===== src/verilog/adc_port_pkg.sv =====
// Purpose: Shared constants and types for the converter serial result port.
// Assumes: 32-bit AHB-Lite register access, one aligned word per register.
// Notes: Shared pin index 0..4 stands for parallel result bits 5..9.
`default_nettype none
package adc_port_pkg;
	localparam int RESULT_WIDTH = 16;
	localparam int CHAIN_DELAY = 16;
	localparam int SHARED_WIDTH = 5;
	localparam int SYNC_WIDTH = 9;
	localparam logic [4:0] LAST_BIT = 5'h0f;

	// Register byte offsets
	localparam logic [7:0] CTRL_OFFSET = 8'h00;
	localparam logic [7:0] STATUS_OFFSET = 8'h04;
	localparam logic [7:0] MASK_OFFSET = 8'h08;
	localparam logic [7:0] STATE_OFFSET = 8'h0c;
	localparam logic [7:0] RESULT_OFFSET = 8'h10;

	// Control fields
	localparam int CTRL_READ_ENABLE_BIT = 0;
	localparam int CTRL_DIV_LSB = 4;
	localparam int CTRL_DIV_WIDTH = 4;
	localparam logic [31:0] CTRL_RESET = 32'h0000_0000;
	localparam logic [3:0] DIV_RESET = 4'h0;

	// Event bits, shared by status and mask
	localparam int EVT_CONV_DONE = 0;
	localparam int EVT_READ_DONE = 1;
	localparam int EVT_INCOMPLETE = 2;
	localparam int EVT_WIDTH = 3;
	localparam logic [2:0] EVT_RESET = 3'h0;

	// State register fields
	localparam int STATE_LSB = 0;
	localparam int COUNT_LSB = 4;
	localparam int PINS_LSB = 12;

	// Shared pin drive patterns, enable low while driven
	localparam logic [4:0] OE_N_PARALLEL = 5'h00;
	localparam logic [4:0] OE_N_SERIAL = 5'h17;
	localparam int SDO_INDEX = 3;
	localparam int CHAIN_INDEX = 2;
	localparam int INVCLK_INDEX = 1;
	localparam int FSPOL_INDEX = 0;

	localparam logic [1:0] HTRANS_NONSEQ = 2'h2;
	localparam logic HRESP_OKAY = 1'b0;

	typedef enum logic [1:0] {
		ST_IDLE = 2'h0,
		ST_READ = 2'h1,
		ST_CHAIN = 2'h3
	} port_state_type;

	// Coding select high keeps straight binary, low flips the top bit
	function automatic logic [15:0] code_result(input logic [15:0] raw, input logic straight);
		code_result = {raw[15] ^ ~straight, raw[14:0]};
	endfunction
endpackage
`default_nettype wire


===== src/verilog/shift_if.sv =====
// Purpose: Control and data path between the port sequencer and the shift register.
// Assumes: Single clock domain, hclk.
// Notes: Load wins over shift when both are high.
`timescale 1ns/100ps
`default_nettype none
interface shift_if;
	logic load;
	logic shift;
	logic [15:0] load_value;
	logic chain_bit;
	logic [15:0] word;
	modport ctrl (output load, output shift, output load_value, output chain_bit, input word);
	modport shifter (input load, input shift, input load_value, input chain_bit, output word);
endinterface
`default_nettype wire


===== src/verilog/pin_sync.sv =====
// Purpose: Two-stage synchroniser for pin-level inputs.
// Assumes: Inputs are levels; pulses shorter than one hclk period may be missed.
// Notes: First stage feeds the second stage only.
`timescale 1ns/100ps
`default_nettype none
module pin_sync #(
	parameter int WIDTH = 1
) (
	// Clock and reset
	input wire logic hclk,
	input wire logic hresetn,
	// Levels
	input wire logic [WIDTH-1:0] d,
	output logic [WIDTH-1:0] q
);
	logic [WIDTH-1:0] meta;

	always_ff @(posedge hclk or negedge hresetn)
	begin
		if (!hresetn)
		begin
			meta <= '0;
			q <= '0;
		end
		else
		begin
			meta <= d;
			q <= meta;
		end
	end
endmodule // pin_sync
`default_nettype wire


===== src/verilog/result_shifter.sv =====
// Purpose: Result shift register, top bit presented on the serial output.
// Assumes: Load and shift come from the sequencer on hclk.
// Notes: Chain data enters at the bottom, so it appears after a full word.
`timescale 1ns/100ps
`default_nettype none
module result_shifter (
	// Clock and reset
	input wire logic hclk,
	input wire logic hresetn,
	// Sequencer side
	shift_if.shifter sh
);
	always_ff @(posedge hclk or negedge hresetn)
	begin
		if (!hresetn)
			sh.word <= 16'h0000;
		else if (sh.load)
			sh.word <= sh.load_value;
		else if (sh.shift)
			sh.word <= {sh.word[14:0], sh.chain_bit}; // [RULE9]
	end

	AST_MSB_FIRST: assert property (@(posedge hclk) disable iff (!hresetn) // [RULE9]
		sh.load |=> sh.word[15] == $past(sh.load_value[15]) ##1 (sh.word[15] ==
		$past(sh.word[14]) || $past(sh.load) || !$past(sh.shift)))
		else $error("top bit of loaded result not presented first");
endmodule // result_shifter
`default_nettype wire


===== src/verilog/adc_serial_port.sv =====
// Purpose: Serial or parallel result port of a sampling converter, AHB-Lite control.
// Assumes: Converter core signals are on hclk; pins and the serial clock are not.
// Notes: Read enable in the control register stands in for chip select and read.
// How it works
// [RULE1] Port select low: shared pins drive result bits five to nine.
// [RULE2] Frame sync polarity low gives active high sync, high gives active low.
// [RULE3] Clock invert flips serial clock, driven or received.
// [RULE4] Clock source select chooses chain input or read mode for the shared pin.
// [RULE5] External clock: chain input carries another converter's result onto our output.
// [RULE6] Chain input level reaches the serial output after sixteen clock periods.
// [RULE7] Internal clock, read mode high: shift out during conversion.
// [RULE8] Internal clock, read mode low: shift out after conversion finishes.
// [RULE9] Result leaves the shift register top bit first.
// [RULE10] Serial result coding follows the coding select input.
// [RULE11] Internal clock: each output bit stable across both clock edges.
// [RULE12] External clock, no invert: change data on rising edge.
// [RULE13] External clock, invert: change data on falling edge.
// [RULE14] Frame sync stays active while serial data is valid; code drives it active only in internal clock reads.
// [RULE15] Source low drives internal clock out; high uses external clock.
// [RULE16] Coding high is straight binary, low inverts the top bit.
// [RULE17] External read unfinished at next conversion: discard, pulse incomplete flag.
// [RULE18] Parallel mode ignores serial configuration pins and drives them as outputs.
`timescale 1ns/100ps
`default_nettype none
module adc_serial_port
	import adc_port_pkg::*;
(
	// Clock and reset
	input wire logic hclk,
	input wire logic hresetn,
	// AHB-Lite slave
	input wire logic hsel,
	input wire logic [31:0] haddr,
	input wire logic [1:0] htrans,
	input wire logic hwrite,
	input wire logic [2:0] hsize,
	input wire logic [31:0] hwdata,
	input wire logic hready,
	output logic [31:0] hrdata,
	output logic hreadyout,
	output logic hresp,
	// Converter core
	input wire logic conv_busy,
	input wire logic conv_done,
	input wire logic [adc_port_pkg::RESULT_WIDTH-1:0] conv_result,
	// Mode pins
	input wire logic port_select,
	input wire logic clock_source_select,
	input wire logic output_coding_select,
	// Shared pins, result bits five to nine
	input wire logic [adc_port_pkg::SHARED_WIDTH-1:0] shared_in,
	output logic [adc_port_pkg::SHARED_WIDTH-1:0] shared_out,
	output logic [adc_port_pkg::SHARED_WIDTH-1:0] shared_oe_n,
	// Serial clock pin
	input wire logic sclk_in,
	output logic sclk_out,
	output logic sclk_oe_n,
	// Serial status pins
	output logic frame_sync,
	output logic incomplete_read_flag,
	// Interrupt
	output logic irq
);
	import adc_port_pkg::*;

	logic [SYNC_WIDTH-1:0] sync_q;
	logic port_sel_s;
	logic ext_s;
	logic ob_s;
	logic sclk_s;
	logic [SHARED_WIDTH-1:0] pins_s;
	logic frame_sync_polarity;
	logic serial_clock_invert;
	logic readmode_or_chain_input;
	logic sclk_eff;
	logic sclk_eff_q;
	logic act_edge;
	logic busy_q;
	logic busy_rise;
	logic [15:0] last_result;
	logic [15:0] coded_last;
	logic [31:0] ctrl;
	logic read_enable;
	logic [EVT_WIDTH-1:0] status;
	logic [EVT_WIDTH-1:0] mask;
	logic [EVT_WIDTH-1:0] events;
	port_state_type state;
	port_state_type next_state;
	logic [4:0] bit_count;
	logic [3:0] quarter_count;
	logic [1:0] phase;
	logic bit_end;
	logic clk_level;
	logic start_int;
	logic start_ext;
	logic overrun;
	logic ahb_write;
	logic ahb_read;
	logic [7:0] ahb_addr;
	logic [31:0] read_mux;

	shift_if sh ();

	pin_sync #(
		.WIDTH(SYNC_WIDTH)
	) u_sync (
		.hclk(hclk),
		.hresetn(hresetn),
		.d({port_select, clock_source_select, output_coding_select, sclk_in, shared_in}),
		.q(sync_q)
	);

	result_shifter u_shifter (
		.hclk(hclk),
		.hresetn(hresetn),
		.sh(sh.shifter)
	);

	assign {port_sel_s, ext_s, ob_s, sclk_s, pins_s} = sync_q;
	// Serial configuration is read only while the serial port is selected
	assign frame_sync_polarity = port_sel_s & pins_s[FSPOL_INDEX]; // [RULE18]
	assign serial_clock_invert = port_sel_s & pins_s[INVCLK_INDEX]; // [RULE18]
	assign readmode_or_chain_input = port_sel_s & pins_s[CHAIN_INDEX]; // [RULE4]
	assign read_enable = ctrl[CTRL_READ_ENABLE_BIT];
	assign coded_last = code_result(last_result, ob_s); // [RULE16]

	// Received clock, inverted when asked, active on the rise of the result
	assign sclk_eff = sclk_s ^ serial_clock_invert; // [RULE3]
	assign act_edge = sclk_eff & ~sclk_eff_q; // [RULE12] [RULE13]
	assign busy_rise = conv_busy & ~busy_q;

	// Read during conversion uses the held word; read after uses the fresh one
	assign start_int = port_sel_s & ~ext_s & read_enable & (state == ST_IDLE) &
		(readmode_or_chain_input ? busy_rise : conv_done); // [RULE7] [RULE8]
	assign start_ext = port_sel_s & ext_s & read_enable & conv_done; // [RULE15]
	assign overrun = start_ext & (state == ST_READ); // [RULE17]
	assign bit_end = (phase == 2'h3) && (quarter_count == ctrl[CTRL_DIV_LSB +: CTRL_DIV_WIDTH]);
	assign clk_level = (state == ST_READ) && !ext_s && (phase == 2'h1 || phase == 2'h2);

	assign sh.load = start_int | start_ext;
	assign sh.load_value = code_result(readmode_or_chain_input && !ext_s ? last_result :
		conv_result, ob_s); // [RULE10] [RULE16]
	assign sh.chain_bit = ext_s & readmode_or_chain_input; // [RULE5]
	assign sh.shift = (state != ST_IDLE) && (ext_s ? act_edge : bit_end); // [RULE11]

	always_ff @(posedge hclk or negedge hresetn)
	begin
		if (!hresetn)
		begin
			sclk_eff_q <= 1'b0;
			busy_q <= 1'b0;
		end
		else
		begin
			sclk_eff_q <= sclk_eff;
			busy_q <= conv_busy;
		end
	end

	always_ff @(posedge hclk or negedge hresetn)
	begin
		if (!hresetn)
			last_result <= 16'h0000;
		else if (conv_done)
			last_result <= conv_result;
	end

	always_comb
	begin
		next_state = state;
		if (!port_sel_s || !read_enable)
			next_state = ST_IDLE;
		else if (sh.load)
			next_state = ST_READ;
		else if (sh.shift && state == ST_READ && bit_count == LAST_BIT)
			next_state = ext_s ? ST_CHAIN : ST_IDLE; // [RULE6]
	end

	always_ff @(posedge hclk or negedge hresetn)
	begin
		if (!hresetn)
			state <= ST_IDLE;
		else
			state <= next_state;
	end

	always_ff @(posedge hclk or negedge hresetn)
	begin
		if (!hresetn)
			bit_count <= 5'h00;
		else if (sh.load || next_state == ST_IDLE)
			bit_count <= 5'h00;
		else if (sh.shift && state == ST_READ)
			bit_count <= bit_count + 5'h01;
	end

	// Data moves at the phase wrap, clock edges fall mid-bit
	always_ff @(posedge hclk or negedge hresetn)
	begin
		if (!hresetn)
		begin
			quarter_count <= 4'h0;
			phase <= 2'h0;
		end
		else if (sh.load || state != ST_READ || ext_s)
		begin
			quarter_count <= 4'h0;
			phase <= 2'h0;
		end
		else if (quarter_count == ctrl[CTRL_DIV_LSB +: CTRL_DIV_WIDTH])
		begin
			quarter_count <= 4'h0;
			phase <= phase + 2'h1; // [RULE11]
		end
		else
			quarter_count <= quarter_count + 4'h1;
	end

	always_ff @(posedge hclk or negedge hresetn)
	begin
		if (!hresetn)
		begin
			sclk_out <= 1'b0;
			sclk_oe_n <= 1'b1;
			frame_sync <= 1'b0;
			incomplete_read_flag <= 1'b0;
		end
		else
		begin
			sclk_out <= clk_level ^ serial_clock_invert; // [RULE3]
			sclk_oe_n <= !(port_sel_s && !ext_s); // [RULE15]
			frame_sync <= ((state == ST_READ) && !ext_s) ^ frame_sync_polarity; // [RULE2] [RULE14]
			incomplete_read_flag <= overrun; // [RULE17]
		end
	end

	always_ff @(posedge hclk or negedge hresetn)
	begin
		if (!hresetn)
		begin
			shared_out <= 5'h00;
			shared_oe_n <= OE_N_SERIAL;
		end
		else if (!port_sel_s)
		begin
			shared_out <= coded_last[9:5]; // [RULE1]
			shared_oe_n <= OE_N_PARALLEL; // [RULE18]
		end
		else
		begin
			shared_out <= {1'b0, sh.word[15], 3'h0}; // [RULE9]
			shared_oe_n <= OE_N_SERIAL;
		end
	end

	// AHB-Lite slave, one wait state on reads so a prior write is visible
	assign events = {overrun, sh.shift && state == ST_READ && bit_count == LAST_BIT, conv_done};

	always_ff @(posedge hclk or negedge hresetn)
	begin
		if (!hresetn)
		begin
			ahb_write <= 1'b0;
			ahb_read <= 1'b0;
			ahb_addr <= 8'h00;
		end
		else
		begin
			ahb_write <= hsel && hready && htrans == HTRANS_NONSEQ && hwrite;
			ahb_read <= hsel && hready && htrans == HTRANS_NONSEQ && !hwrite;
			if (hsel && hready && htrans == HTRANS_NONSEQ)
				ahb_addr <= haddr[7:0];
		end
	end

	always_comb
	begin
		read_mux = 32'h0000_0000;
		unique case (ahb_addr)
			CTRL_OFFSET: read_mux = ctrl;
			STATUS_OFFSET: read_mux[EVT_WIDTH-1:0] = status;
			MASK_OFFSET: read_mux[EVT_WIDTH-1:0] = mask;
			STATE_OFFSET: read_mux = {12'h000, ob_s, ext_s, port_sel_s, pins_s, 3'h0,
				bit_count, 2'h0, state};
			RESULT_OFFSET: read_mux[15:0] = coded_last;
			default: read_mux = 32'h0000_0000;
		endcase
	end

	always_ff @(posedge hclk or negedge hresetn)
	begin
		if (!hresetn)
		begin
			hrdata <= 32'h0000_0000;
			hreadyout <= 1'b1;
			hresp <= HRESP_OKAY;
		end
		else
		begin
			hreadyout <= !(hsel && hready && htrans == HTRANS_NONSEQ && !hwrite);
			hresp <= HRESP_OKAY;
			if (ahb_read)
				hrdata <= read_mux;
		end
	end

	always_ff @(posedge hclk or negedge hresetn)
	begin
		if (!hresetn)
		begin
			ctrl <= CTRL_RESET;
			mask <= EVT_RESET;
		end
		else if (ahb_write && ahb_addr == CTRL_OFFSET)
			ctrl <= {24'h000000, hwdata[CTRL_DIV_LSB +: CTRL_DIV_WIDTH], 3'h0,
				hwdata[CTRL_READ_ENABLE_BIT]};
		else if (ahb_write && ahb_addr == MASK_OFFSET)
			mask <= hwdata[EVT_WIDTH-1:0];
	end

	// A new event wins over a write-one clear in the same cycle
	always_ff @(posedge hclk or negedge hresetn)
	begin
		if (!hresetn)
			status <= EVT_RESET;
		else if (ahb_write && ahb_addr == STATUS_OFFSET)
			status <= (status & ~hwdata[EVT_WIDTH-1:0]) | events;
		else
			status <= status | events;
	end

	always_ff @(posedge hclk or negedge hresetn)
	begin
		if (!hresetn)
			irq <= 1'b0;
		else
			irq <= |(status & mask);
	end

	AST_PAR_DRIVE: assert property (@(posedge hclk) disable iff (!hresetn) // [RULE1]
		!port_sel_s |=> shared_oe_n == OE_N_PARALLEL &&
		shared_out == $past(coded_last[9:5]))
		else $error("parallel result bits not driven on shared pins");
	AST_SER_IGNORE: assert property (@(posedge hclk) disable iff (!hresetn) // [RULE18]
		!port_sel_s |=> !sclk_oe_n == 1'b0 && state == ST_IDLE)
		else $error("serial activity while parallel port selected");
	AST_SYNC_SENSE: assert property (@(posedge hclk) disable iff (!hresetn) // [RULE2]
		(state == ST_READ && !ext_s) |=> frame_sync == !$past(frame_sync_polarity))
		else $error("frame sync not active during internal read");
	AST_SCLK_INV: assert property (@(posedge hclk) disable iff (!hresetn) // [RULE3]
		(state == ST_READ && !ext_s && phase == 2'h0 && quarter_count == 4'h0 && !sh.load)
		|=> sclk_out == $past(serial_clock_invert))
		else $error("driven serial clock ignores invert select");
	AST_CHAIN_IN: assert property (@(posedge hclk) disable iff (!hresetn) // [RULE6]
		(sh.shift && !sh.load && ext_s) |=> sh.word[0] == $past(readmode_or_chain_input))
		else $error("chain input not shifted in behind the result");
	AST_CODING: assert property (@(posedge hclk) disable iff (!hresetn) // [RULE16]
		(sh.load && !ext_s && !readmode_or_chain_input) |=>
		sh.word[15] == ($past(conv_result[15]) ^ !$past(ob_s)))
		else $error("serial result coding wrong");
	AST_READ_AFTER: assert property (@(posedge hclk) disable iff (!hresetn) // [RULE8]
		(state == ST_IDLE && port_sel_s && !ext_s && read_enable && !readmode_or_chain_input &&
		conv_done) |=> state == ST_READ)
		else $error("read after conversion did not start");
	AST_READ_DURING: assert property (@(posedge hclk) disable iff (!hresetn) // [RULE7]
		(state == ST_IDLE && port_sel_s && !ext_s && read_enable && readmode_or_chain_input &&
		busy_rise) |=> state == ST_READ && sh.word == code_result($past(last_result), $past(ob_s)))
		else $error("read during conversion did not start with held result");
	AST_INT_STABLE: assert property (@(posedge hclk) disable iff (!hresetn) // [RULE11]
		(state == ST_READ && !ext_s && $changed(sh.word[15]) && !$past(sh.load)) |->
		phase == 2'h0 && !clk_level)
		else $error("serial output moved away from the bit boundary");
	AST_EXT_EDGE: assert property (@(posedge hclk) disable iff (!hresetn) // [RULE12]
		(sh.shift && ext_s) |-> (sclk_s ^ serial_clock_invert) && !sclk_eff_q)
		else $error("external clock shift on wrong edge");
	AST_RD_ERR: assert property (@(posedge hclk) disable iff (!hresetn) // [RULE17]
		overrun |=> incomplete_read_flag ##1 (!incomplete_read_flag || $past(overrun)))
		else $error("incomplete read flag not pulsed");
	AST_CLK_DRIVE: assert property (@(posedge hclk) disable iff (!hresetn) // [RULE15]
		(port_sel_s && !ext_s) [*2] |-> !sclk_oe_n)
		else $error("internal clock not driven out");
endmodule // adc_serial_port
`default_nettype wire


===== config.mk =====
export PLATFORM = sky130hd
export DESIGN_NAME = adc_serial_port
export DESIGN_NICKNAME = d
export VERILOG_FILES = /design/src/verilog/adc_port_pkg.sv /design/src/verilog/shift_if.sv /design/src/verilog/pin_sync.sv /design/src/verilog/result_shifter.sv /design/src/verilog/adc_serial_port.sv
export SDC_FILE = /design/constraint.sdc
export NUM_CORES = 1
export LEC_CHECK = 0
export BUFFER_PORTS_ARGS = -buffer_cell sky130_fd_sc_hd__buf_2
export CAP_MARGIN = 20
export CORE_MARGIN = 3
export CORE_UTILIZATION = 37
export DETAILED_ROUTE_END_ITERATION = 7
export PLACE_DENSITY = 0.69
export SYNTH_ARGS = -nofsm -noshare
export SYNTH_HDL_FRONTEND = slang
export SYNTH_SLANG_ARGS = --single-unit

===== constraint.sdc =====
create_clock -name hclk -period 2.6 [get_ports hclk]
set_input_delay 0.39 -clock hclk [delete_from_list [all_inputs] [get_ports hclk]]
set_output_delay 0.39 -clock hclk [all_outputs]
set_load 0.02 [all_outputs]

==> After elaboration in Yosys (flattened, before gate mapping) <==
Cells that the tools add are included.
{ "word_totals": {"register_bits": 134, "word_cells": 126} }
{ "op_classes": {"add_sub_neg": 3, "n_eq_ne": 12, "n_mux": 21, "n_bitwise": 30, "n_reduce_logical": 35} }
{ "op_table": {"columns": ["operator", "count"], "rows": [
  ["2-to-1 mux 16 bit", 3],
  ["one-hot mux 13 bit (3 select lines)", 1],
  ["2-to-1 mux 5 bit", 4],
  ["== test 8 x 4 -> 1 bit, second input constant", 2],
  ["logical AND 1 bit", 15],
  ["one-hot mux 3 bit (5 select lines)", 1],
  ["AND 1 bit", 14],
  ["2-to-1 mux 2 bit", 6],
  ["2-to-1 mux 4 bit", 3],
  ["== test 8 x 3 -> 1 bit, second input constant", 1],
  ["== test 8 x 5 -> 1 bit, second input constant", 1],
  ["zero test 8 bit", 1],
  ["nonzero test 2 bit", 4],
  ["AND 3 bit", 2],
  ["== test 2 bit, second input constant", 3],
  ["zero test 1 bit", 6],
  ["OR 3 bit", 2],
  ["adder 5 x 1 -> 5 bit, second input constant", 1],
  ["== test 5 x 4 -> 1 bit, second input constant", 1],
  ["logical OR 1 bit", 5],
  ["NOT 1 bit", 5],
  ["bitwise XOR 1 bit", 5],
  ["adder 4 x 1 -> 4 bit, second input constant", 1],
  ["== test 2 x 1 -> 1 bit, second input constant", 2],
  ["other kinds (10)", 12]
]} }

==> Logic depth before layout (Yosys ltp) <==
Gate-level depths: netlist (run 1).
{ "depth": {"ltp_word": 13, "ltp_mapped": 8, "depth_no_buf": 6} }

==> Modules after synthesis <==
Synthesis (run 1) repeated with hierarchy kept, for this count alone.
{ "unflattened": {"cells_unflattened": 439, "area_unflattened_um2": 5247.5} }
{ "by_module_without_submodules": {"columns": ["mod", "instances", "cells_per_inst", "area_per_inst_um2"], "rows": [
  ["adc_serial_port", 1, 352, 4052.6],
  ["result_shifter", 1, 69, 744.5],
  ["pin_sync", 1, 18, 450.4]
]} }

==> Worst setup path after synthesis (run 1) <==
No wires, ideal clock.
{ "synth_path": {"path_type": "register -> register", "start": "register quarter_count[1]", "end": "register bit_count[3]", "arrival_ns": 1.722, "required_time_ns": 2.522, "path_slack_ns": 0.801, "stages_incl_launch_ff": 6, "n_path_buf": 0, "period_less_slack_ns": 1.799, "path_cell_list": "dfrtp_1 > xor2_1 > nor4_4 > a32oi_2 > or3_1 > a21oi_1"} }
{ "synth_via": {"elab_chain_cells": 12} }
{ "synth_lines": {"columns": ["element", "line", "rtl"], "rows": [
  ["start: declaration", "adc_serial_port.sv:90", "logic [3:0] quarter_count;"],
  ["start signal: assignment", "adc_serial_port.sv:216", "quarter_count <= quarter_count + 4'h1;"],
  ["== test 4 bit (*)", "adc_serial_port.sv:137", "assign bit_end = (phase == 2'h3) && (quarter_count == ctrl[CTRL_DIV_LSB +: CTRL_DIV_WIDTH]);"],
  ["logical AND 1 bit (*)", "adc_serial_port.sv:137", null],
  ["2-to-1 mux 1 bit (*)", "adc_serial_port.sv:144", "assign sh.shift = (state != ST_IDLE) && (ext_s ? act_edge : bit_end);"],
  ["logical AND 1 bit (*)", "adc_serial_port.sv:144", null],
  ["logical AND 1 bit (*)", "adc_serial_port.sv:175, adc_serial_port.sv:193", null],
  ["logical AND 1 bit", "adc_serial_port.sv:175", "else if (sh.shift && state == ST_READ && bit_count == LAST_BIT)"],
  ["2-to-1 mux 2 bit", "adc_serial_port.sv:175", null],
  ["2-to-1 mux 2 bit", "adc_serial_port.sv:173", "else if (sh.load)"],
  ["2-to-1 mux 2 bit", "adc_serial_port.sv:171", "if (!port_sel_s || !read_enable)"],
  ["zero test 2 bit", "adc_serial_port.sv:191", "else if (sh.load || next_state == ST_IDLE)"],
  ["logical OR 1 bit", "adc_serial_port.sv:191", null],
  ["2-to-1 mux 5 bit / nonzero test 2 bit (equally long branches)", null, null],
  ["end signal: assignment", "adc_serial_port.sv:194", "bit_count <= bit_count + 5'h01;"],
  ["end: declaration", "adc_serial_port.sv:89", "logic [4:0] bit_count;"]
]} }
Every way passes the cells marked *; elsewhere a longest branch is shown, timed or not.
A chain may end at the register's enable or synchronous reset.

==> Worst setup path after layout (run 1) <==
Same ends and word-level chain as after synthesis.

==> impl_metrics.yaml, run 1 <==
floorplanning:
  die_h_um: 124.5
  die_area_um2: 15500
  core_um2: 13510
  initial_core_util_pct: 38.48
  ios: 150
  fp-row-count: 42
  die_w_um: 124.5
synthesis:
  synthTopCellsByArea: "dfrtp_1, mux2_2, mux2i_1"
  syn_avg_cell_area_um2: 11.62
  synth_top_area_share_pct: 55.38
  synth-seq-cells: 118
  ys_types: 52
  synth_warnings: 0
  synth_area_leader_cell: "dfrtp_1"
  synthArstFlopShare_pct: 100.0
  synth_edf_count: 0
  netlist_area_um2: 5196
  yosysSeqAreaShare_pct: 56.90
  synth_flop_cell: "dfrtp_1"
  postSynthCellCount: 447
critical_path:
  crit_required_ns: 2.94
  cp-startpoint: "quarter_count[1]"
  worstPathArrival_ns: 2.48
  crit_path_max_fanout: 8
  crit_path_end_kind: "flop"
  reg2reg_depth: 5
  max_stage_delay_ns: 0.59
  r2r_end: "bit_count[3]"
  timing.rr.start: "quarter_count[1]"
  cp_cell_sequence: "xor2_1, nor4_4, a32oi_2, or3_1, a21oi_1"
  path_delay_family: "simple AND/OR/NAND/NOR gates"
  endpoint: "bit_count[3]"
  critPathSlowestCell: "nor4_4"
  start_kind: "flop"
  worstSetupPathType: "flop to flop"
  worstPathBufferInverterCount: 0
  cp_num_cells: 5
  reg2reg_slack_ns: 0.46
routing:
  drt_iter0_markers: 300
  drc_errors: 0
  first_pass_iters: 4
  vias: 3647
  wl_per_cell_um: 16.38
  wl_mm: 11.83
  ant_nets: 0
  vias_per_cell: 5.051
placed_design:
  post-dp-hpwl_mm: 8.349
  routabilityCongestion: 0.7913
  place_area_um2: 5758
  io_buffers: 83
flow_run:
  cap_violations: 0
clock_tree:
  holdBufCountCts: 0
  post_cts_buffers: 0
  cts_resized: 0
  cts_buffers: 17
  clockBufferDepth: 2
  cts_tree: "built"
  cts.clk_slew.worst_paths_ns: 0.05
  h-tree-depth: 4
  insertion_delay_ns: 0.42
  cts_root_buf: "clkbuf_16"
  clock_sinks: 118
timing:
  fin_crit_sh_pct: 82.44
  period_needed_ns: 2.144
  fin_skew_ns: 0.01212
  rsz0062_at_grt: "no"
  fmax_ghz: 0.4665
  hold_viol_final: 0
  slew_viol_final: 0
  setup_viol: 0
  tns_ns: 0
  tightest_slew_ns: 0.7198
  hold_slack_ns: 0.03644
  max_slew_margin_pct: 52.01
finish:
  layout.nets: 638
  num_antenna_cells: 0
  synthToLayoutAreaGrowth_pct: 22.85
  nFillCells: 1213
  design_area_um2: 6384
  drive_above_1_share_pct: 31.87
global_routing:
  grt_pass1_wl_mm: 19.07
  gr-total-overflow: 0
  grt_pass1_vias: 3715
  grt_max_degree: 52
  antenna_found_initial: 0
  grt_usage_pct: 15.65
power:
  switching_share_pct: 24.40
  p_switching_mw: 1.253
  peakVddDrop_mv: 0.4629
  pwr-share-seq_pct: 42.2
  cellPowerDensity_nw_per_um2: 804.3
  power_frac_clock_pct: 46.5
  pwr-share-comb_pct: 11.3
  intPower_mw: 3.882
  leakage_nw: 3.028
min_path:
  min_path_type: "primary input to async pin"
run_status:
  status: "completed"
[cells in the final DEF (no fill, tap or decap), drive strengths merged, types with 5 or more instances in the layout]
cell type,Yosys,layout
a21oi,10,10
a22oi,11,11
buf,29,93
clkbuf,10,23
clkinv,0,5
conb,1,14
dfrtp,115,115
inv,26,26
mux2,39,39
mux2i,19,19
nand2,31,31
nand3,25,25
nor2,23,23
nor2b,8,8
o21ai,11,11
o221ai,13,13
o22ai,10,10
xor2,8,8
[power by group through the flow]
stage               clock (mW)  sequential (mW)  combinational, mW
floorplan                    0             2.16              0.411
global placement             0             2.19              0.561
detailed placement           0             2.20              0.583
CTS                       2.44             2.17              0.586
global route              2.52             2.19              0.649
finish                    2.39             2.17              0.578
[synth_stat cells, drive strengths merged, types with 2 or more instances]
master  instances
or3             3
mux2           39
dfstp           3
ha              4
nand3          25
a22oi          11
nor4            3
nand3b          2
and3            2
nor2b           8
a21o            4
o221ai         13
inv            26
a211oi          2
mux2i          19
nand2          31
nor3            2
buf            29
o22ai          10
nand2b          4
o211ai          2
nor3b           2
a21oi          10
xor2            8
nor2           23
xnor2           4
clkbuf         10
dfrtp         115
nand4b          2
a32oi           2
a31oi           2
o21ai          11
or2             2
[layer usage]
metal / GRT usage [%] / routed length, um / up-vias
met4: 6.061 / 199 / 0
met1: 19.44 / 5031 / 1804
met5: 0 / 0 / -
met2: 25.51 / 5964 / 102
met3: 4.931 / 634 / 16
li1: - / - / 1725
[sequential cells by signal, indices dropped and copies added (netlist names), 2 cells and up]
signal,count
hrdata,20
status,3
u_sync.meta,9
state,2
quarter_count,4
shared_out,5
ahb_addr,8
u_shifter.sh.word,16
u_sync.q,9
phase,2
last_result,16
ctrl,5
mask,3
bit_count,5
[stage by stage]
step | utilization [%] | std cells | power (mW) | setup slack (ns)
global placement | 42.63 | 689 | 2.748 | 0.3965
finish | 47.27 | 722 | 5.134 | 0.4564
detailed placement | 42.63 | 689 | 2.778 | 0.3511
CTS | 47.16 | 721 | 5.192 | 0.3355
global route | 47.27 | 722 | 5.358 | 0.3639
floorplan | - | 460 | 2.574 | 0.8007
[cell type report]
| class | instances | area [um^2] | area share, % |
|---|---|---|---|
| tap | 176 | 220.2 | 3.450 |
| clock inverter | 9 | 122.6 | 1.921 |
| multi-input combinational | 277 | 1973 | 30.91 |
| sequential | 118 | 2957 | 46.32 |
| timing repair buffer | 93 | 525.5 | 8.232 |
| clock buffer | 23 | 488.0 | 7.644 |
| inverter | 26 | 97.59 | 1.529 |
[worst reg2reg max path, stage by stage, from the launching register on]
cell and delay [ns]:
dfrtp_1 0.41, xor2_1 0.20, nor4_4 0.59, a32oi_2 0.33, or3_1 0.38, a21oi_1 0.16
[cell families (layout without fill, tap and decap cells)]
kind of cell | after synthesis | count (layout) | share of synthesized area (%)
flip-flops | 118 | 118 | 56.90
AND/OR/NAND/NOR | 114 | 114 | 11.51
AO/OA/AOI/OAI | 75 | 75 | 10.28
buffers and inverters | 65 | 151 | 6.140
multiplexers | 58 | 58 | 12.11
XOR/XNOR | 12 | 12 | 2.023
adder cells (fa/ha/maj) | 4 | 4 | 0.9632
other | 1 | 14 | 0.07217
[worst min path at each step]
| stage | slack [ns] | from | to |
|---|---|---|---|
| 2_1_floorplan | 0.09 | hresetn | ahb_addr[0] |
| 3_3_place_gp | 0.33 | u_sync.meta[8] | u_sync.q[8] |
| 3_5_place_dp | 0.34 | u_sync.meta[5] | u_sync.q[5] |
| 4_1_cts | 0.03 | hresetn | last_result[11] |
| 5_1_grt | 0.06 | sclk_in | u_sync.meta[5] |
| 6_report | 0.04 | hresetn | hrdata[10] |
(Power assumes the default switching activity.)
==> inputs of run 2 (changes only) <==
Settings changed: PLACE_DENSITY 0.69 to 0.72.
Clock period 2.6 ns to 1.9 ns, I/O delays scaled along.
==> run 2 against run 1 <==
Setup slack got worse by 0.39 ns. Combinational power rose by 51%. Critical endpoint is now hrdata[14]. Via count rose by 3.8%. Utilization rose by 2.6 points. Maximum frequency rose by 17%. Non-clock buffer count rose by 27. Clock power rose by 46%. Final cell count rose by 3.9%. Flip-flop and latch count did not move.
==> impl_metrics.yaml, run 2 (synthesized netlist as in run 1, its figures left out) <==
critical_path:
  reg2reg_depth: 6
  start_kind: "flop"
  reg2reg_slack_ns: 0.07
  crit_required_ns: 2.23
  worstSetupPathType: "flop to flop"
  worstPathArrival_ns: 2.15
  crit_path_max_fanout: 9
  crit_path_end_kind: "flop"
finish:
  top_regs: "hrdata x20, last_result x16, u_shifter.sh.word x16"
  synthToLayoutAreaGrowth_pct: 29.62
  layout_common_cells: "dfrtp_1, buf_2, mux2_2"
  regMostFlops: "hrdata"
  drive_above_1_share_pct: 34.03
  largest_reg_flops: 20
  layout.nets: 665
  final_common_cell: "dfrtp_1"
  fin_util_pct: 49.87
clock_tree:
  insertion_delay_ns: 0.41
  post_cts_buffers: 0
  cts_buffers: 17
  cts_tree: "built"
  cts.clk_slew.worst_paths_ns: 0.06
  h-tree-depth: 4
  cts_root_buf: "clkbuf_16"
  clock_sinks: 118
  clockBufferDepth: 2
routing:
  drc_errors: 0
  vias_per_cell: 5.047
  wl_mm: 11.90
  drt_iter0_markers: 282
  vias: 3785
  first_pass_iters: 5
  ant_nets: 0
  wl_per_cell_um: 15.86
floorplanning:
  die_area_um2: 15500
  initial_core_util_pct: 38.48
  core_um2: 13510
  die_w_um: 124.5
  die_h_um: 124.5
  fp-row-count: 42
  ios: 150
power:
  cellPowerDensity_nw_per_um2: 1088
  leakage_nw: 3.173
  peakVddDrop_mv: 0.5631
timing:
  worst_slack_ns: 0.07101
  hold_viol_final: 0
  tightest_slew_ns: 0.6292
  fin_crit_sh_pct: 96.26
  fmax_ghz: 0.5468
  period_needed_ns: 1.829
  rsz0062_at_grt: "yes"
  max_slew_margin_pct: 57.87
  slew_viol_final: 0
  setup_viol: 0
  fin_skew_ns: 0.008536
placed_design:
  place_ws_ns: 0.02757
  post-dp-hpwl_mm: 8.396
  routabilityCongestion: 0.8459
  io_buffers: 83
flow_run:
  cap_violations: 0
global_routing:
  grt_pass1_wl_mm: 19.58
  grt_max_degree: 54
  gr-total-overflow: 0
  grt_usage_pct: 15.85
  antenna_found_initial: 1
  grt_pass1_vias: 3863
min_path:
  min_path_type: "primary input to flop"
  hold_path_depth: 2
run_status:
  status: "completed"
## run 2: area by class of cell
cell class / count / area [um^2]
sequential: 118 / 2957
clock buffer: 19 / 452.9
inverter: 26 / 97.59
timing repair buffer: 120 / 802.0
antenna: 1 / 2.502
fill: 1180 / 6770
tap: 176 / 220.2
multi-input combinational: 277 / 2001
clock inverter: 13 / 202.7
## run 2: final timing paths
path | startpoint | to
max | ahb_addr[0] | hrdata[14]
max reg2reg | ahb_addr[0] | hrdata[14]
min | haddr[2] | ahb_addr[2]
min reg2reg | u_sync.meta[5] | u_sync.q[5]
max in group asynchronous | hresetn | shared_out[0]
min in group asynchronous | hresetn | ahb_addr[6]
## run 2: report_power, final
group,leakage (nW),switching (mW),internal (mW)
Clock,0.319,1.12,2.39
Sequential,1.47,0.188,2.76
Combinational,1.39,0.451,0.420
Total,3.17,1.76,5.57
## run 2: worst max-delay path: stages, from the launching register on
cell     delay [ns]
dfrtp_1        0.37
or4_4          0.56
buf_4          0.16
nor4_4         0.25
buf_12         0.17
a22oi_1        0.09
o22ai_1        0.14
## run 2: stage by stage
| step | power (mW) | instance area [um^2] | cells | setup TNS (ns) | hold slack (ns) |
|---|---|---|---|---|---|
| 6_report | 7.325 | 6735 | 750 | 0 | 0.1053 |
| 5_1_grt | 7.648 | 6735 | 750 | -0.006134 | 0.09459 |
| 4_1_cts | 7.390 | 6701 | 749 | 0 | 0.08739 |
| 3_5_place_dp | 3.839 | 5936 | 706 | 0 | 0.2584 |
| 3_3_place_gp | 3.801 | 5936 | 706 | 0 | 0.2563 |
| 2_1_floorplan | 3.522 | 5245 | 460 | 0 | -0.01059 |
## run 2: routing by layer
| metal | wire length [um] | GRT usage [%] |
|---|---|---|
| met1 | 5136 | 19.83 |
| met2 | 5947 | 25.41 |
| met3 | 647 | 5.446 |
| met4 | 167 | 5.996 |
| met5 | 0 | 0 |
## run 2: timing repair
action,CTS,global route
hold buffers,11,0
gates resized for setup,0,5
setup endpoints to repair,0,17
endpoints found under the hold margin,39,0
==> inputs of run 3 (changes only) <==
Settings changed: ABC_AREA set to 1, PLACE_DENSITY 0.72 to 0.71, REMOVE_ABC_BUFFERS set to 1.
==> run 3 against run 2 <==
Combinational power is 1% higher. Setup slack gained 0.11 ns. First-iteration DRC count shrank 7.8%. Global-route usage rose by 0.31 points. Register-to-register slack improved by 0.11 ns. Critical endpoint is now u_shifter.sh.word[3].
==> impl_metrics.yaml, run 3 <==
finish:
  largest_reg_flops: 20
  regMostFlops: "hrdata"
  multiInputGateArea_um2: 1917
  layout_common_cells: "nand2_1, dfrtp_1, buf_2"
  num_antenna_cells: 0
  regArea_um2: 2958
  nFillCells: 1282
  top_regs: "hrdata x20, last_result x16, u_shifter.sh.word x16"
  final_cells: 881
  drive_above_1_share_pct: 25.96
  synthToLayoutAreaGrowth_pct: 25.54
  final_common_cell: "nand2_1"
  layout.nets: 794
clock_tree:
  cts.clk_slew.worst_paths_ns: 0.05
  clockBufferDepth: 2
  insertion_delay_ns: 0.41
  clock_sinks: 118
  cts_buffers: 17
  cts_tree: "built"
  cts_root_buf: "clkbuf_16"
  h-tree-depth: 4
critical_path:
  worstSetupPathType: "flop to flop"
  crit_required_ns: 2.23
  start_kind: "flop"
  crit_path_end_kind: "flop"
  reg2reg_depth: 11
  path_delay_family: "simple AND/OR/NAND/NOR gates"
  cp-startpoint: "u_sync.q[8]"
  crit_top_cell: "o21ai_1"
  timing.rr.start: "u_sync.q[8]"
  critPathSlowestCell: "dfrtp_2"
  worstPathArrival_ns: 2.04
  cp_num_cells: 11
  worstPathBufferInverterCount: 2
  cp_cell_sequence: "nand2_2, inv_2, nand3b_1, o21ai_1, nand4_2, nand2_4, buf_12, o211ai_1, o21ai_0, nand2_1, o21ai_1"
  r2r_end: "u_shifter.sh.word[3]"
  endpoint: "u_shifter.sh.word[3]"
  max_stage_delay_ns: 0.47
  reg2reg_slack_ns: 0.18
  crit_path_max_fanout: 15
timing:
  fin_crit_sh_pct: 90.33
  rsz0062_at_grt: "no"
  setup_viol: 0
  period_needed_ns: 1.716
  hold_viol_final: 0
  tns_ns: 0
  fmax_ghz: 0.5827
  fin_skew_ns: 0.008586
  slew_viol_final: 0
synthesis:
  yosysSeqAreaShare_pct: 55.16
  syn_avg_cell_area_um2: 9.147
  postSynthCellCount: 586
  synth_area_leader_cell: "dfrtp_1"
  synthArstFlopShare_pct: 100.0
  ys_types: 42
  synth_edf_count: 0
  yosysMostFrequentCell: "nand2_1"
  synth_flop_cell: "dfrtp_1"
  synthTopCellsByArea: "dfrtp_1, nand2_1, inv_1"
  netlist_area_um2: 5360
  ys_top_cells_by_count: "nand2_1, dfrtp_1, inv_1"
  synth-seq-cells: 118
  synth_top_area_share_pct: 53.69
  synth_warnings: 0
global_routing:
  grt_usage_pct: 16.17
  gr-total-overflow: 0
  grt_max_degree: 39
  grt_pass1_vias: 4218
  antenna_found_initial: 0
  grt_pass1_wl_mm: 20.49
power:
  peakVddDrop_mv: 0.8183
  leakage_nw: 3.287
  cellPowerDensity_nw_per_um2: 1090
  power_mw: 7.335
routing:
  drt_iter0_markers: 260
  wl_mm: 12.19
  ant_nets: 0
  vias: 4114
  vias_per_cell: 4.670
  wl_per_cell_um: 13.83
  drc_errors: 0
  first_pass_iters: 4
flow_run:
  cap_violations: 0
floorplanning:
  die_w_um: 126.4
  fp-row-count: 43
  ios: 150
  core_um2: 14040
  die_area_um2: 15970
  die_h_um: 126.4
  initial_core_util_pct: 38.17
placed_design:
  routabilityCongestion: 0.8368
  io_buffers: 83
  dp.cells: 839
  post-dp-hpwl_mm: 8.377
run_status:
  status: "completed"
min_path:
  min_path_type: "primary input to flop"
run 3: cell count changes in the layout (fill, tap and decap cells not counted), moves of 8 or more:
cell,change
o211ai_1,+11
nor2_2,+10
o21ai_0,+34
o21ai_1,+27
inv_2,+8
a22oi_1,-11
o221ai_1,-13
nand3_1,-13
mux2i_1,-19
inv_1,+40
nor2b_1,-8
mux2_2,-39
nand2_1,+112
run 3: cell type report:
| cell class | count | share of cell area [%] |
|---|---|---|
| timing repair buffer | 109 | 10.08 |
| inverter | 75 | 4.258 |
| sequential | 118 | 43.96 |
| multi-input combinational | 368 | 28.49 |
| clock inverter | 9 | 2.529 |
| tap | 180 | 3.347 |
| clock buffer | 22 | 7.345 |
run 3: routing by layer:
layer,share of wire (%),routed length [um],vias to the layer above,global-route usage [%]
li1,-,-,2058,-
met2,47,5689,112,25.37
met3,6.0,731,21,4.126
met4,2.0,238,0,6.814
met5,0,0,-,0
met1,45,5527,1923,21.37
run 3: worst reg2reg max path, stage by stage, from the launching register on:
cell and delay (ns):
dfrtp_2 0.47, nand2_2 0.11, inv_2 0.07, nand3b_1 0.07, o21ai_1 0.11, nand4_2 0.12
nand2_4 0.15, buf_12 0.15, o211ai_1 0.11, o21ai_0 0.11, nand2_1 0.07, o21ai_1 0.08
run 3: cells by family after synthesis:
kind of cell    Yosys count  share of synthesized area (%)
simple gates            222                          19.40
compound gates          120                          13.14
flops                   118                          55.16
buf+inv                 113                          9.991
xor+xnor                  8                          1.307
fa+ha+maj                 4                         0.9337
other cells               1                        0.06996
run 3: worst min-delay path by stage:
stage                       end  slack (ns)    start  cells past startpoint
global placement    u_sync.q[1]        0.28  hresetn                      1
CTS                    ahb_read        0.03   hwrite                      2
floorplan           ahb_addr[0]       -0.01  hresetn                      0
global route           ahb_read        0.06   hwrite                      2
detailed placement  u_sync.q[1]        0.28  hresetn                      1
finish                 ahb_read        0.05   hwrite                      2
run 3: per-stage QoR:
step / cell area (um^2) / setup WS (ns) / utilization [%] / hold slack (ns)
after detailed placement: 5953 / 0.1416 / 42.40 / 0.2779
after global routing: 6729 / 0.03481 / 47.92 / 0.05558
final: 6729 / 0.1838 / 47.92 / 0.04659
after floorplan: 5160 / -0.3021 / - / -0.01059
after global placement: 5953 / 0.1850 / 42.40 / 0.2792
after CTS: 6728 / 0.08334 / 47.91 / 0.03237
run 3: power by group:
part           leakage [nW]  total [mW]  internal (mW)  switching, mW
Clock                 0.332        3.58           2.48           1.09
Combinational          1.49       0.880          0.316          0.565
Sequential             1.46        2.88           2.76          0.117
Total                  3.29        7.33           5.56           1.77
run 3: repair_timing:
| item | in CTS | in global routing |
|---|---|---|
| buffers inserted | 0 | 0 |
| endpoints found under the setup margin | 0 | 1 |
| hold endpoints to repair | 39 | 0 |
| resized for setup | 0 | 1 |
| hold buffers | 11 | 0 |
